<file path="src/core/conversion_clock_select_consts.svh">
// constants of the converter sequencer: offsets, fields, resets, timing
// What the document asks of this block and its software
// result pair is not cleared by reset; only power-on or brownout makes it unknown
// an optional programmed acquisition sits between run flag set and conversion
// software waits two bit periods after a conversion before next acquisition
// acquisition field bits five to three selects 2 to 20 bit periods
// nonzero acquisition: sample for chosen periods then convert automatically
// zero acquisition: run flag stops sampling and starts conversion at once
// acquisition field resets to manual setting
// at completion clear run flag, set done flag, resume sampling
// no status separates acquisition from conversion; run flag covers both
// a twelve-bit conversion takes thirteen bit periods
// clock field picks 2,4,8,16,32,64 oscillator periods or RC source
// software picks shortest clock setting above minimum bit period
// RC clock above 1 MHz needs Sleep or a divider setting
// compare trigger sets run flag only in mode 1011 with converter enabled
// compare trigger clears the associated timer counter
// disabled converter ignores trigger, timer still cleared
// software makes every analog pin an input
// software configures, enables, sets run flag, waits, reads result
// channel field bits five to two selects channels 0 to 12
// enable bit zero switches converter; run flag meaningful only when enabled
// reset returns control registers, turns converter off, aborts conversion
// completion writes the twelve-bit result into the result pair
// justify bit right- or left-aligns result, zero padded
// one bit per bit period from msb down; extra period holds and transfers (here the first period sets the msb trial, transfer is with bit 0)
`ifndef CONVERSION_CLOCK_SELECT_CONSTS_SVH
`define CONVERSION_CLOCK_SELECT_CONSTS_SVH

// ************************************
// register byte offsets
// ************************************
`define CONVERSION_CLOCK_SELECT_OFF_RESH    12'h000
`define CONVERSION_CLOCK_SELECT_OFF_RESL    12'h004
`define CONVERSION_CLOCK_SELECT_OFF_CTRL0   12'h008
`define CONVERSION_CLOCK_SELECT_OFF_CFG1    12'h00C
`define CONVERSION_CLOCK_SELECT_OFF_CFG2    12'h010
`define CONVERSION_CLOCK_SELECT_OFF_STAT    12'h014

// ************************************
// field positions
// ************************************
`define CONVERSION_CLOCK_SELECT_CTRL0_ON    0
`define CONVERSION_CLOCK_SELECT_CTRL0_GO    1
`define CONVERSION_CLOCK_SELECT_CFG2_JUST   7
`define CONVERSION_CLOCK_SELECT_STAT_DONE   0

// ************************************
// reset values and masks
// ************************************
`define CONVERSION_CLOCK_SELECT_CTRL0_RST   8'h00
`define CONVERSION_CLOCK_SELECT_CFG1_RST    8'h00
`define CONVERSION_CLOCK_SELECT_CFG2_RST    8'h00
`define CONVERSION_CLOCK_SELECT_CTRL0_MASK  8'h3F
`define CONVERSION_CLOCK_SELECT_CFG1_MASK   8'h3F
`define CONVERSION_CLOCK_SELECT_CFG2_MASK   8'hBF
`define CONVERSION_CLOCK_SELECT_TRIG_MODE   4'hB

// ************************************
// timing
// ************************************
`define CONVERSION_CLOCK_SELECT_CONV_PERIODS 4'hD
`define CONVERSION_CLOCK_SELECT_RC_DIV_DEF   250

`endif

</file>
<file path="src/core/conversion_clock_select_pkg.sv">
// types of the converter sequencer
package conversion_clock_select_pkg;
    typedef enum logic [1:0] {ST_SAMPLE, ST_ACQ, ST_CONV} conversion_clock_select_state_t;
endpackage

</file>
<file path="src/core/conversion_clock_select_top.sv">
// converter sequencer with apb register file
`include "conversion_clock_select_consts.svh"
`timescale 1ns/1ps
`default_nettype none
module conversion_clock_select_top #(
    parameter int RC_DIV = `CONVERSION_CLOCK_SELECT_RC_DIV_DEF
)(
    input  wire logic        pclk,
    input  wire logic        presetn,
    input  wire logic        psel,
    input  wire logic        penable,
    input  wire logic        pwrite,
    input  wire logic [11:0] paddr,
    input  wire logic [31:0] pwdata,
    output logic      [31:0] prdata,
    output logic             pready,
    output logic             pslverr,
    input  wire logic        special_trigger,
    input  wire logic [3:0]  compare_mode_field,
    input  wire logic        comparator_in,
    output logic             timer_clear,
    output logic             sample_enable,
    output logic [3:0]       channel_select,
    output logic [11:0]      dac_code,
    output logic             conversion_done_flag
);

    // ************************************
    // synchronisers for pins
    // ************************************
    logic [1:0] trig_sync_q;
    logic       cmp_q;
    logic       trig_prev_q;
    logic       trig_pulse;

    always_ff @(posedge pclk or negedge presetn)
    begin
        if (!presetn)
        begin
            trig_sync_q <= 2'h0;
            cmp_q       <= 1'b0;
            trig_prev_q <= 1'b0;
        end
        else
        begin
            trig_sync_q <= {trig_sync_q[0], special_trigger};
            cmp_q       <= comparator_in; // one stage only, two would not fit a two-period bit
            trig_prev_q <= trig_sync_q[1];
        end
    end

    assign trig_pulse = trig_sync_q[1] & ~trig_prev_q;

    // ************************************
    // registers and sequencer state
    // ************************************
    logic [7:0]  ctrl0_q, ctrl0_d;
    logic [7:0]  cfg1_q, cfg1_d;
    logic [7:0]  cfg2_q, cfg2_d;
    logic        done_q, done_d;
    conversion_clock_select_pkg::conversion_clock_select_state_t st_q, st_d;
    logic [5:0]  div_q, div_d;
    logic [7:0]  rc_q, rc_d;
    logic [4:0]  per_q, per_d;
    logic [11:0] sar_q, sar_d, res_q, res_d;
    logic [3:0]  bit_q, bit_d;
    logic        tclr_q, tclr_d;
    logic [31:0] prdata_d;
    logic        pslverr_d;
    logic        tick;
    logic [5:0]  div_max;
    logic [4:0]  acq_len;
    logic        wr_acc;
    logic        rd_acc;
    logic        conv_end;
    logic [15:0] res_word;

    assign wr_acc = psel & penable & pwrite;
    assign rd_acc = psel & ~penable & ~pwrite;


    always_comb
    begin
        case ({cfg2_q[2], cfg2_q[0]})
            2'b00:   div_max = 6'h01;
            2'b10:   div_max = 6'h03;
            2'b01:   div_max = 6'h07;
            2'b11:   div_max = 6'h0F;
            default: div_max = 6'h01;
        endcase
        if (cfg2_q[1])
            div_max = cfg2_q[2] ? 6'h3F : 6'h1F;
    end


    always_comb
    begin
        case (cfg2_q[5:3])
            3'h1:    acq_len = 5'h02;
            3'h2:    acq_len = 5'h04;
            3'h3:    acq_len = 5'h06;
            3'h4:    acq_len = 5'h08;
            3'h5:    acq_len = 5'h0C;
            3'h6:    acq_len = 5'h10;
            3'h7:    acq_len = 5'h14;
            default: acq_len = 5'h00;
        endcase
    end


    always_comb
    begin
        if (cfg2_q[`CONVERSION_CLOCK_SELECT_CFG2_JUST])
            res_word = {4'h0, res_q};
        else
            res_word = {res_q, 4'h0};
    end

    // ************************************
    // next state
    // ************************************
    always_comb
    begin
        ctrl0_d   = ctrl0_q;
        cfg1_d    = cfg1_q;
        cfg2_d    = cfg2_q;
        done_d    = done_q;
        st_d      = st_q;
        div_d     = div_q;
        rc_d      = rc_q;
        per_d     = per_q;
        sar_d     = sar_q;
        res_d     = res_q;
        bit_d     = bit_q;
        tclr_d    = 1'b0;
        prdata_d  = prdata;
        tick      = 1'b0;

        // bit period divider, RC source stands in as a fixed slow divider
        if (cfg2_q[1] && cfg2_q[0])
        begin
            if (rc_q == 8'(RC_DIV - 1))
            begin
                rc_d = 8'h00;
                tick = 1'b1;
            end
            else
                rc_d = rc_q + 8'h01;
        end
        else if (div_q == div_max)
        begin
            div_d = 6'h00;
            tick  = 1'b1;
        end
        else
            div_d = div_q + 6'h01;
        if (st_q == conversion_clock_select_pkg::ST_SAMPLE)
        begin
            div_d = 6'h00;
            rc_d  = 8'h00;
            tick  = 1'b0;
        end
        conv_end = tick && st_q == conversion_clock_select_pkg::ST_CONV && per_q == 5'(`CONVERSION_CLOCK_SELECT_CONV_PERIODS - 1);

        if (trig_pulse && compare_mode_field == `CONVERSION_CLOCK_SELECT_TRIG_MODE)
            tclr_d = 1'b1;

        if (wr_acc)
        begin
            case (paddr)
                `CONVERSION_CLOCK_SELECT_OFF_CTRL0: ctrl0_d = pwdata[7:0] & `CONVERSION_CLOCK_SELECT_CTRL0_MASK;
                `CONVERSION_CLOCK_SELECT_OFF_CFG1:  cfg1_d  = pwdata[7:0] & `CONVERSION_CLOCK_SELECT_CFG1_MASK;
                `CONVERSION_CLOCK_SELECT_OFF_CFG2:  cfg2_d  = pwdata[7:0] & `CONVERSION_CLOCK_SELECT_CFG2_MASK;
                `CONVERSION_CLOCK_SELECT_OFF_STAT:  done_d  = pwdata[`CONVERSION_CLOCK_SELECT_STAT_DONE];
                `CONVERSION_CLOCK_SELECT_OFF_RESH, `CONVERSION_CLOCK_SELECT_OFF_RESL: ;
                default:         ;
            endcase
        end


        if (trig_pulse && compare_mode_field == `CONVERSION_CLOCK_SELECT_TRIG_MODE && ctrl0_q[`CONVERSION_CLOCK_SELECT_CTRL0_ON])
            ctrl0_d[`CONVERSION_CLOCK_SELECT_CTRL0_GO] = 1'b1;

        case (st_q)
            conversion_clock_select_pkg::ST_SAMPLE:
            begin
                if (ctrl0_q[`CONVERSION_CLOCK_SELECT_CTRL0_GO] && ctrl0_q[`CONVERSION_CLOCK_SELECT_CTRL0_ON])
                begin
                    per_d = 5'h00;
                    bit_d = 4'hB;
                    sar_d = 12'h000;
                    if (acq_len == 5'h00)
                        st_d = conversion_clock_select_pkg::ST_CONV;
                    else
                        st_d = conversion_clock_select_pkg::ST_ACQ;
                end
            end
            conversion_clock_select_pkg::ST_ACQ:
            begin
                if (tick)
                begin
                    if (per_d == acq_len - 5'h01 || per_q == acq_len - 5'h01)
                    begin
                        per_d = 5'h00;
                        st_d  = conversion_clock_select_pkg::ST_CONV;
                    end
                    else
                        per_d = per_q + 5'h01;
                end
            end
            conversion_clock_select_pkg::ST_CONV:
            begin
                if (tick)
                begin
                    per_d = per_q + 5'h01;
                    if (per_q == 5'h00)
                        sar_d[11] = 1'b1;
                    else if (per_q <= 5'h0C)
                    begin

                        sar_d[bit_q] = cmp_q;
                        if (bit_q != 4'h0)
                        begin
                            sar_d[bit_q - 4'h1] = 1'b1;
                            bit_d = bit_q - 4'h1;
                        end
                    end
                end
                if (conv_end)
                begin
                    st_d   = conversion_clock_select_pkg::ST_SAMPLE;
                    ctrl0_d[`CONVERSION_CLOCK_SELECT_CTRL0_GO] = 1'b0;
                    res_d = sar_d;
                end
            end
            default: st_d = conversion_clock_select_pkg::ST_SAMPLE;
        endcase


        if (!ctrl0_d[`CONVERSION_CLOCK_SELECT_CTRL0_ON])
        begin
            st_d = conversion_clock_select_pkg::ST_SAMPLE;
            ctrl0_d[`CONVERSION_CLOCK_SELECT_CTRL0_GO] = 1'b0;
        end

        if (conv_end)
            done_d = 1'b1;

        if (rd_acc)
        begin
            case (paddr)
                `CONVERSION_CLOCK_SELECT_OFF_RESH:  prdata_d = {24'h0, res_word[15:8]};
                `CONVERSION_CLOCK_SELECT_OFF_RESL:  prdata_d = {24'h0, res_word[7:0]};
                `CONVERSION_CLOCK_SELECT_OFF_CTRL0: prdata_d = {24'h0, ctrl0_q};
                `CONVERSION_CLOCK_SELECT_OFF_CFG1:  prdata_d = {24'h0, cfg1_q};
                `CONVERSION_CLOCK_SELECT_OFF_CFG2:  prdata_d = {24'h0, cfg2_q};
                `CONVERSION_CLOCK_SELECT_OFF_STAT:  prdata_d = {31'h0, done_q};
                default:         prdata_d = 32'h0000_0000;
            endcase
        end
        if (psel && !penable)
            pslverr_d = !(paddr inside {`CONVERSION_CLOCK_SELECT_OFF_RESH, `CONVERSION_CLOCK_SELECT_OFF_RESL, `CONVERSION_CLOCK_SELECT_OFF_CTRL0,
                `CONVERSION_CLOCK_SELECT_OFF_CFG1, `CONVERSION_CLOCK_SELECT_OFF_CFG2, `CONVERSION_CLOCK_SELECT_OFF_STAT});
        else
            pslverr_d = pslverr;
    end

    // ************************************
    // control flops, cleared by reset
    // ************************************
    always_ff @(posedge pclk or negedge presetn)
    begin
        if (!presetn)
        begin
            ctrl0_q <= `CONVERSION_CLOCK_SELECT_CTRL0_RST;
            cfg1_q  <= `CONVERSION_CLOCK_SELECT_CFG1_RST;
            cfg2_q  <= `CONVERSION_CLOCK_SELECT_CFG2_RST;
            done_q  <= 1'b0;
            st_q    <= conversion_clock_select_pkg::ST_SAMPLE;
            div_q   <= 6'h00;
            rc_q    <= 8'h00;
            per_q   <= 5'h00;
            bit_q   <= 4'h0;
            tclr_q  <= 1'b0;
            prdata  <= 32'h0000_0000;
            pslverr <= 1'b0;
        end
        else
        begin
            ctrl0_q <= ctrl0_d;
            cfg1_q  <= cfg1_d;
            cfg2_q  <= cfg2_d;
            done_q  <= done_d;
            st_q    <= st_d;
            div_q   <= div_d;
            rc_q    <= rc_d;
            per_q   <= per_d;
            bit_q   <= bit_d;
            tclr_q  <= tclr_d;
            prdata  <= prdata_d;
            pslverr <= pslverr_d;
        end
    end

    // result survives reset, it only matters after a completed conversion
    always_ff @(posedge pclk)
    begin
        sar_q <= sar_d;
        res_q <= res_d;
    end

    // ************************************
    // outputs
    // ************************************
    logic        samp_q;
    logic [3:0]  chan_q;
    always_ff @(posedge pclk or negedge presetn)
    begin
        if (!presetn)
        begin
            pready <= 1'b0;
            samp_q <= 1'b1;
            chan_q <= 4'h0;
        end
        else
        begin
            pready <= psel & ~penable;
            samp_q <= (st_d != conversion_clock_select_pkg::ST_CONV);
            chan_q <= ctrl0_d[5:2];
        end
    end

    assign sample_enable        = samp_q;
    assign channel_select       = chan_q;
    assign dac_code             = sar_q;
    assign timer_clear          = tclr_q;
    assign conversion_done_flag = done_q;

endmodule
`default_nettype wire

</file>
<file path="config.mk">
export PLATFORM = sky130hd
export DESIGN_NAME = conversion_clock_select_top
export DESIGN_NICKNAME = d
export VERILOG_FILES = /design/src/core/conversion_clock_select_pkg.sv /design/src/core/conversion_clock_select_top.sv
export VERILOG_INCLUDE_DIRS = /design/src /design/src/core
export SDC_FILE = /design/constraint.sdc
export NUM_CORES = 1
export LEC_CHECK = 0
export ABC_AREA = 1
export CAP_MARGIN = 20
export CORE_MARGIN = 2
export CORE_UTILIZATION = 35
export CTS_CLUSTER_SIZE = 40
export DETAILED_ROUTE_END_ITERATION = 6
export DONT_BUFFER_PORTS = 1
export HOLD_SLACK_MARGIN = 0.08
export SLEW_MARGIN = 15
export SYNTH_ARGS = -nofsm -noshare
export SYNTH_HDL_FRONTEND = slang
export SYNTH_SLANG_ARGS = --single-unit
</file>
<file path="constraint.sdc">
create_clock -name pclk -period 4.1 [get_ports pclk]
set_input_delay 0.41 -clock pclk [delete_from_list [all_inputs] [get_ports pclk]]
set_output_delay 0.41 -clock pclk [all_outputs]
set_load 0.03 [all_outputs]
</file>
=== Word level (Yosys, flattened, before mapping) ===
Index checks and enable logic that the tools add are counted.

* $add $sub $neg: 5
* Magnitude comparators: 5
* Equality and inequality tests: 30
* Mux-type cells: 56
* Bitwise gates (word level): 9
* Reduce and logical (&&, ||, !) cells: 30

{| class="wikitable"
|+ Operators with widths
! cell !! number
|-
| 12-bit 2-to-1 mux || 4
|-
| 8-bit one-hot mux with 6 select lines || 1
|-
| 6-bit 2-to-1 mux || 7
|-
| 5-bit one-hot mux with 7 select lines || 1
|-
| 12-bit by 4-bit == test with 1-bit output, second input constant || 2
|-
| 12-bit by 5-bit == test with 1-bit output, second input constant || 2
|-
| 8-bit 2-to-1 mux || 3
|-
| 12-bit one-hot mux with 2 select lines || 1
|-
| 6-bit one-hot mux with 4 select lines || 1
|-
| 4-bit 2-to-1 mux || 5
|-
| 5-bit 2-to-1 mux || 4
|-
| 16-bit 2-to-1 mux || 1
|-
| 1-bit 2-to-1 mux || 15
|-
| 5-bit one-hot mux with 3 select lines || 1
|-
| 12-bit bitwise mux || 1
|-
| 12-bit by 3-bit == test with 1-bit output, second input constant || 1
|-
| 3-bit == test, second input constant || 4
|-
| 12-bit logical NOT || 1
|-
| 2-bit 2-to-1 mux || 6
|-
| 12-bit bitwise OR || 1
|-
| 11-bit 2-to-1 mux || 1
|-
| 5-bit logical NOT || 2
|-
| 4-bit by 5-bit < comparator with 1-bit output, second input constant || 2
|-
| 2-bit AND reduction || 5
|-
| 32 further kinds || 63
|}

* Flip-flop bits (word level): 113
* Bits of input ports: 55
* Output and inout port bits: 53
* Logic and storage cells: 155

=== Depth between registers and ports, before layout ===
* Word-level depth: 13
* Mapped depth: 16
* Mapped depth without buffers: 16

=== Least setup slack after synthesis ===
No wires, ideal clock.

* Path type: flip-flop to flip-flop
* Start: register st_q[1]
* End: register res_q[0] (enable)
* Library setup time: 321 ps
* Arrival time: 1,587 ps
* Required time: 3,779 ps
* Slack: 2,193 ps
* Stages on the path, launching flop included: 9
* Path buffers: 1
* Clock period less this slack: 1,907 ps
* Path through: dfrtp_1 -> inv_1 -> ha_1 -> nor2_4 -> nand3_4 -> nand2_4 -> buf_12 -> nand2_4 -> inv_2

* Word-level cells in the longest chain between the ends: 5
* Elaborated cells between the ends (all ways): 6
* Classes of those cells: 1 x eq/ne; 1 x mux; 4 x reduce/logical

{| class="wikitable"
|+ Ends and longest elaborated chain
! what !! line !! text
|-
| start: declaration || conversion_clock_select_top.sv:61 || <nowiki>conversion_clock_select_pkg::conversion_clock_select_state_t st_q, st_d;</nowiki>
|-
| start signal: assignment || conversion_clock_select_top.sv:279 || <nowiki>st_q <= conversion_clock_select_pkg::ST_SAMPLE;</nowiki>
|-
| start signal: assignment || conversion_clock_select_top.sv:294 || <nowiki>st_q <= st_d;</nowiki>
|-
| 2-bit logical NOT || conversion_clock_select_top.sv:157 || <nowiki>if (st_q == conversion_clock_select_pkg::ST_SAMPLE)</nowiki>
|-
| 1-bit 2-to-1 mux || conversion_clock_select_top.sv:157 ||
|-
| 1-bit logical AND (2 in a row) || conversion_clock_select_top.sv:163 || <nowiki>conv_end = tick && st_q == conversion_clock_select_pkg::ST_CONV && per_q == 5'(`CONVERSION_CLOCK_SELECT_CONV_P ...</nowiki>
|-
| 2-bit AND reduction (no line) (*) || - ||
|-
| end signal: assignment || conversion_clock_select_top.sv:309 || <nowiki>res_q <= res_d;</nowiki>
|-
| end: declaration || conversion_clock_select_top.sv:65 || <nowiki>logic [11:0] sar_q, sar_d, res_q, res_d;</nowiki>
|}

Mark *: on every way between the ends. The rest lies on a longest branch, timed or not.
A chain may end at the register's enable or synchronous reset.

=== Worst setup path in the final report ===
* Start: register st_q[0]
* End: register res_q[3] (enable)

The elaborated chain is that of the path after synthesis.

==> results.py <==
metrics = {
    "clocking": {
        "post_cts_buffers": 0,
        "cts_tree": "built",
        "clockBufferDepth": 2,
        "clock_latency_ps": 350,
        "cts_resized": 0,
        "cts_hold_buffers": 4,
        "path_clk_slew_ps": 60,
        "htreeDepth": 3,
        "cts_sinks": 85,
        "root_buffer": "clkbuf_16",
        "cts-buffers-inserted": 9,
    },
    "placed_design": {
        "dp.cells": 937,
        "place_hpwl_mm": 9.462,
        "gp_congestion": 0.8550,
        "port_buffers": 0,
    },
    "critical_path": {
        "r2r_start": "st_q[0]$_DFF_PN0_",
        "arrival_ps": 2560,
        "path_class": "flip-flop to flip-flop",
        "reg2reg_depth": 6,
        "reg2reg_slack_ps": 1570,
        "cp-end-kind": "flip-flop",
        "path_max_fanout": 14,
        "startpoint_type": "flip-flop",
        "worstReg2RegEnd": "res_q[3]$_DFFE_PP_",
        "crit_required_ps": 4130,
    },
    "yosys": {
        "yosys_warnings": 0,
        "yosysUniqueCellTypes": 49,
        "syn_inst": 738,
        "synth_seq_cells": 85,
        "yosys-top-cells-count": "nand2_1 (227), inv_1 (101), dfrtp_1 (60)",
        "yosysTopAreaCellShare_pct": 26.88,
        "yosys.area.top_type": "dfrtp_1",
        "syn_area_mm2": 0.005587,
        "synth_edf_count": 24,
        "async_flop_share_pct": 71.76,
        "yosysSeqAreaShare_pct": 40.25,
        "syn_area_per_cell_um2": 7.570,
        "synth-main-ff-cell": "dfrtp_1",
        "synth_most_common_cell": "nand2_1",
        "ys_top_cells_by_area": "dfrtp_1 (27%), nand2_1 (15%), edfxtp_1 (13%)",
    },
    "cells_and_area": {
        "antennaDiodeCount": 0,
        "nNetsFinal": 810,
        "drive_gt1_share_pct": 7.827,
        "fill_cells": 1655,
        "area_growth_pct": 6.764,
        "fin_cells": 957,
    },
    "pwr": {
        "power.density_mw_per_mm2": 287.6,
        "ir_drop_v": 0.0001860,
        "p_leak_nw": 2.783,
    },
    "timing": {
        "slew_violations": 0,
        "hold_viol_final": 0,
        "slew_headroom_pct": 53.29,
        "final.period_utilization_pct": 61.82,
        "fmax_mhz": 394.5,
        "min_period_ps": 2535,
        "finalSetupTns_ps": 0,
        "finClkSkew_ps": 12.40,
        "rsz0062_at_grt": "no",
        "worstMarginPinSlew_ps": 698.0,
        "setup_violations": 0,
        "holdWs_ps": 139.0,
    },
    "global_route": {
        "grt_pass1_vias": 4104,
        "grt.overflow.total": 0,
        "grt_pass1_wl_mm": 20.25,
        "antenna_found_initial": 0,
        "grt_usage_pct": 15.42,
        "grt_max_degree": 62,
    },
    "route": {
        "wl_mm": 12.55,
        "vias": 4511,
        "ant_nets": 0,
        "dr.pass1.iters": 5,
        "post_drt_wl_per_cell_um": 13.11,
        "drc_errors": 0,
        "drtIter0Drc": 245,
        "drt-vias-per-instance": 4.714,
    },
    "floorplanning": {
        "io-pin-count": 108,
        "fp.coreArea_mm2": 0.01577,
        "initial_core_util_pct": 35.43,
        "rows": 46,
        "die_area_mm2": 0.01699,
        "die_w_um": 130.3,
        "dieHeight_um": 130.3,
    },
    "hold_path": {
        "hold_depth": 1,
        "whs_endpoint": "pready$_DFF_PN0_",
        "hold_class": "input pin to flip-flop",
        "worstHoldStart": "penable",
    },
    "flow_run": {
        "maxCapViolCount": 0,
    },
    "outcome": {
        "status": "completed",
    },
}
## state kept, by name, summed over array words and instances (netlist names), 2 cells and up
signal / count
cfg2_q: 7
per_q: 5
ctrl0_q: 3
div_q: 6
trig_sync_q: 2
channel_select: 3
rc_q: 8
cfg1_q: 6
res_q: 12
st_q: 2
bit_q: 4
dac_code: 12
prdata: 8
## worst max-delay path, cell delays in order, from the launching register on
cell     delay (ps)
dfrtp_1         410
inv_1           110
ha_1            520
inv_1           410
nor3_1          400
nand2_4         120
inv_2           240
## through the flow
stage / total power [mW] / area [um2] / worst slack (ps) / utilization, %
2_1_floorplan: 0.9852 / 5673 / 2193 / -
3_5_place_dp: 0.9758 / 5640 / 1527 / 35.77
3_3_place_gp: 0.9751 / 5640 / 1523 / 35.77
5_1_grt: 1.785 / 5964 / 1363 / 37.82
4_1_cts: 1.741 / 5957 / 1524 / 37.77
6_report: 1.715 / 5964 / 1565 / 37.82
## metal layers
| metal | share of wire, % | up-vias | GRT usage (%) |
|---|---|---|---|
| li1 | - | 2335 | - |
| met1 | 46 | 2044 | 19.60 |
| met2 | 46 | 117 | 25.44 |
| met3 | 6.0 | 15 | 4.223 |
| met4 | 1.8 | 0 | 5.194 |
| met5 | 0 | - | 0 |
## cells in the final DEF (no fill, tap or decap), drive strengths merged, types with 3 or more instances in the layout
master / n
a21oi: 18
clkbuf: 11
clkinv: 5
conb: 24
dfrtp: 60
dlygate4sd3: 3
edfxtp: 24
ha: 18
inv: 107
nand2: 239
nand3: 54
nand4: 18
nor2: 44
nor3: 18
o211ai: 5
o21ai: 59
o22ai: 9
xor2: 5
## how the worst max path moves through the flow
stage                                 start                  end  cells after the start
final                     st_q[0]$_DFF_PN0_   res_q[3]$_DFFE_PP_                      6
after global routing      st_q[0]$_DFF_PN0_   res_q[0]$_DFFE_PP_                      6
after CTS                 st_q[0]$_DFF_PN0_   res_q[0]$_DFFE_PP_                      6
after detailed placement  st_q[0]$_DFF_PN0_   res_q[2]$_DFFE_PP_                      6
after global placement    st_q[0]$_DFF_PN0_  res_q[10]$_DFFE_PP_                      6
after floorplan           st_q[1]$_DFF_PN0_   res_q[0]$_DFFE_PP_                      8
## where the power goes
part           total [mW]  internal (mW)  switching [mW]
clock               0.739          0.406           0.333
sequential          0.903          0.878          0.0253
combinational      0.0729         0.0133          0.0595
## layout make-up
class / instances / area (um2) / share of cell area, %
clock inverter: 4 / 26.28 / 0.4405
sequential: 85 / 2248 / 37.70
inverter: 109 / 411.6 / 6.902
tap: 216 / 270.3 / 4.531
timing repair buffer: 5 / 65.06 / 1.091
clock buffer: 11 / 232.7 / 3.902
multi-input combinational: 527 / 2710 / 45.44
## logic make-up (layout without fill, tap and decap cells)
group,after synthesis,count (layout),synth area share [%]
simple gates,376,376,31.27
mux,2,2,0.3807
flops,85,85,40.25
compound gates,100,100,10.12
other cells,1,24,0.06712
xor+xnor,7,7,1.097
fa+ha+maj,18,18,4.031
buf+inv,149,129,12.79
Note: power is estimated with default switching activity, not from simulation.
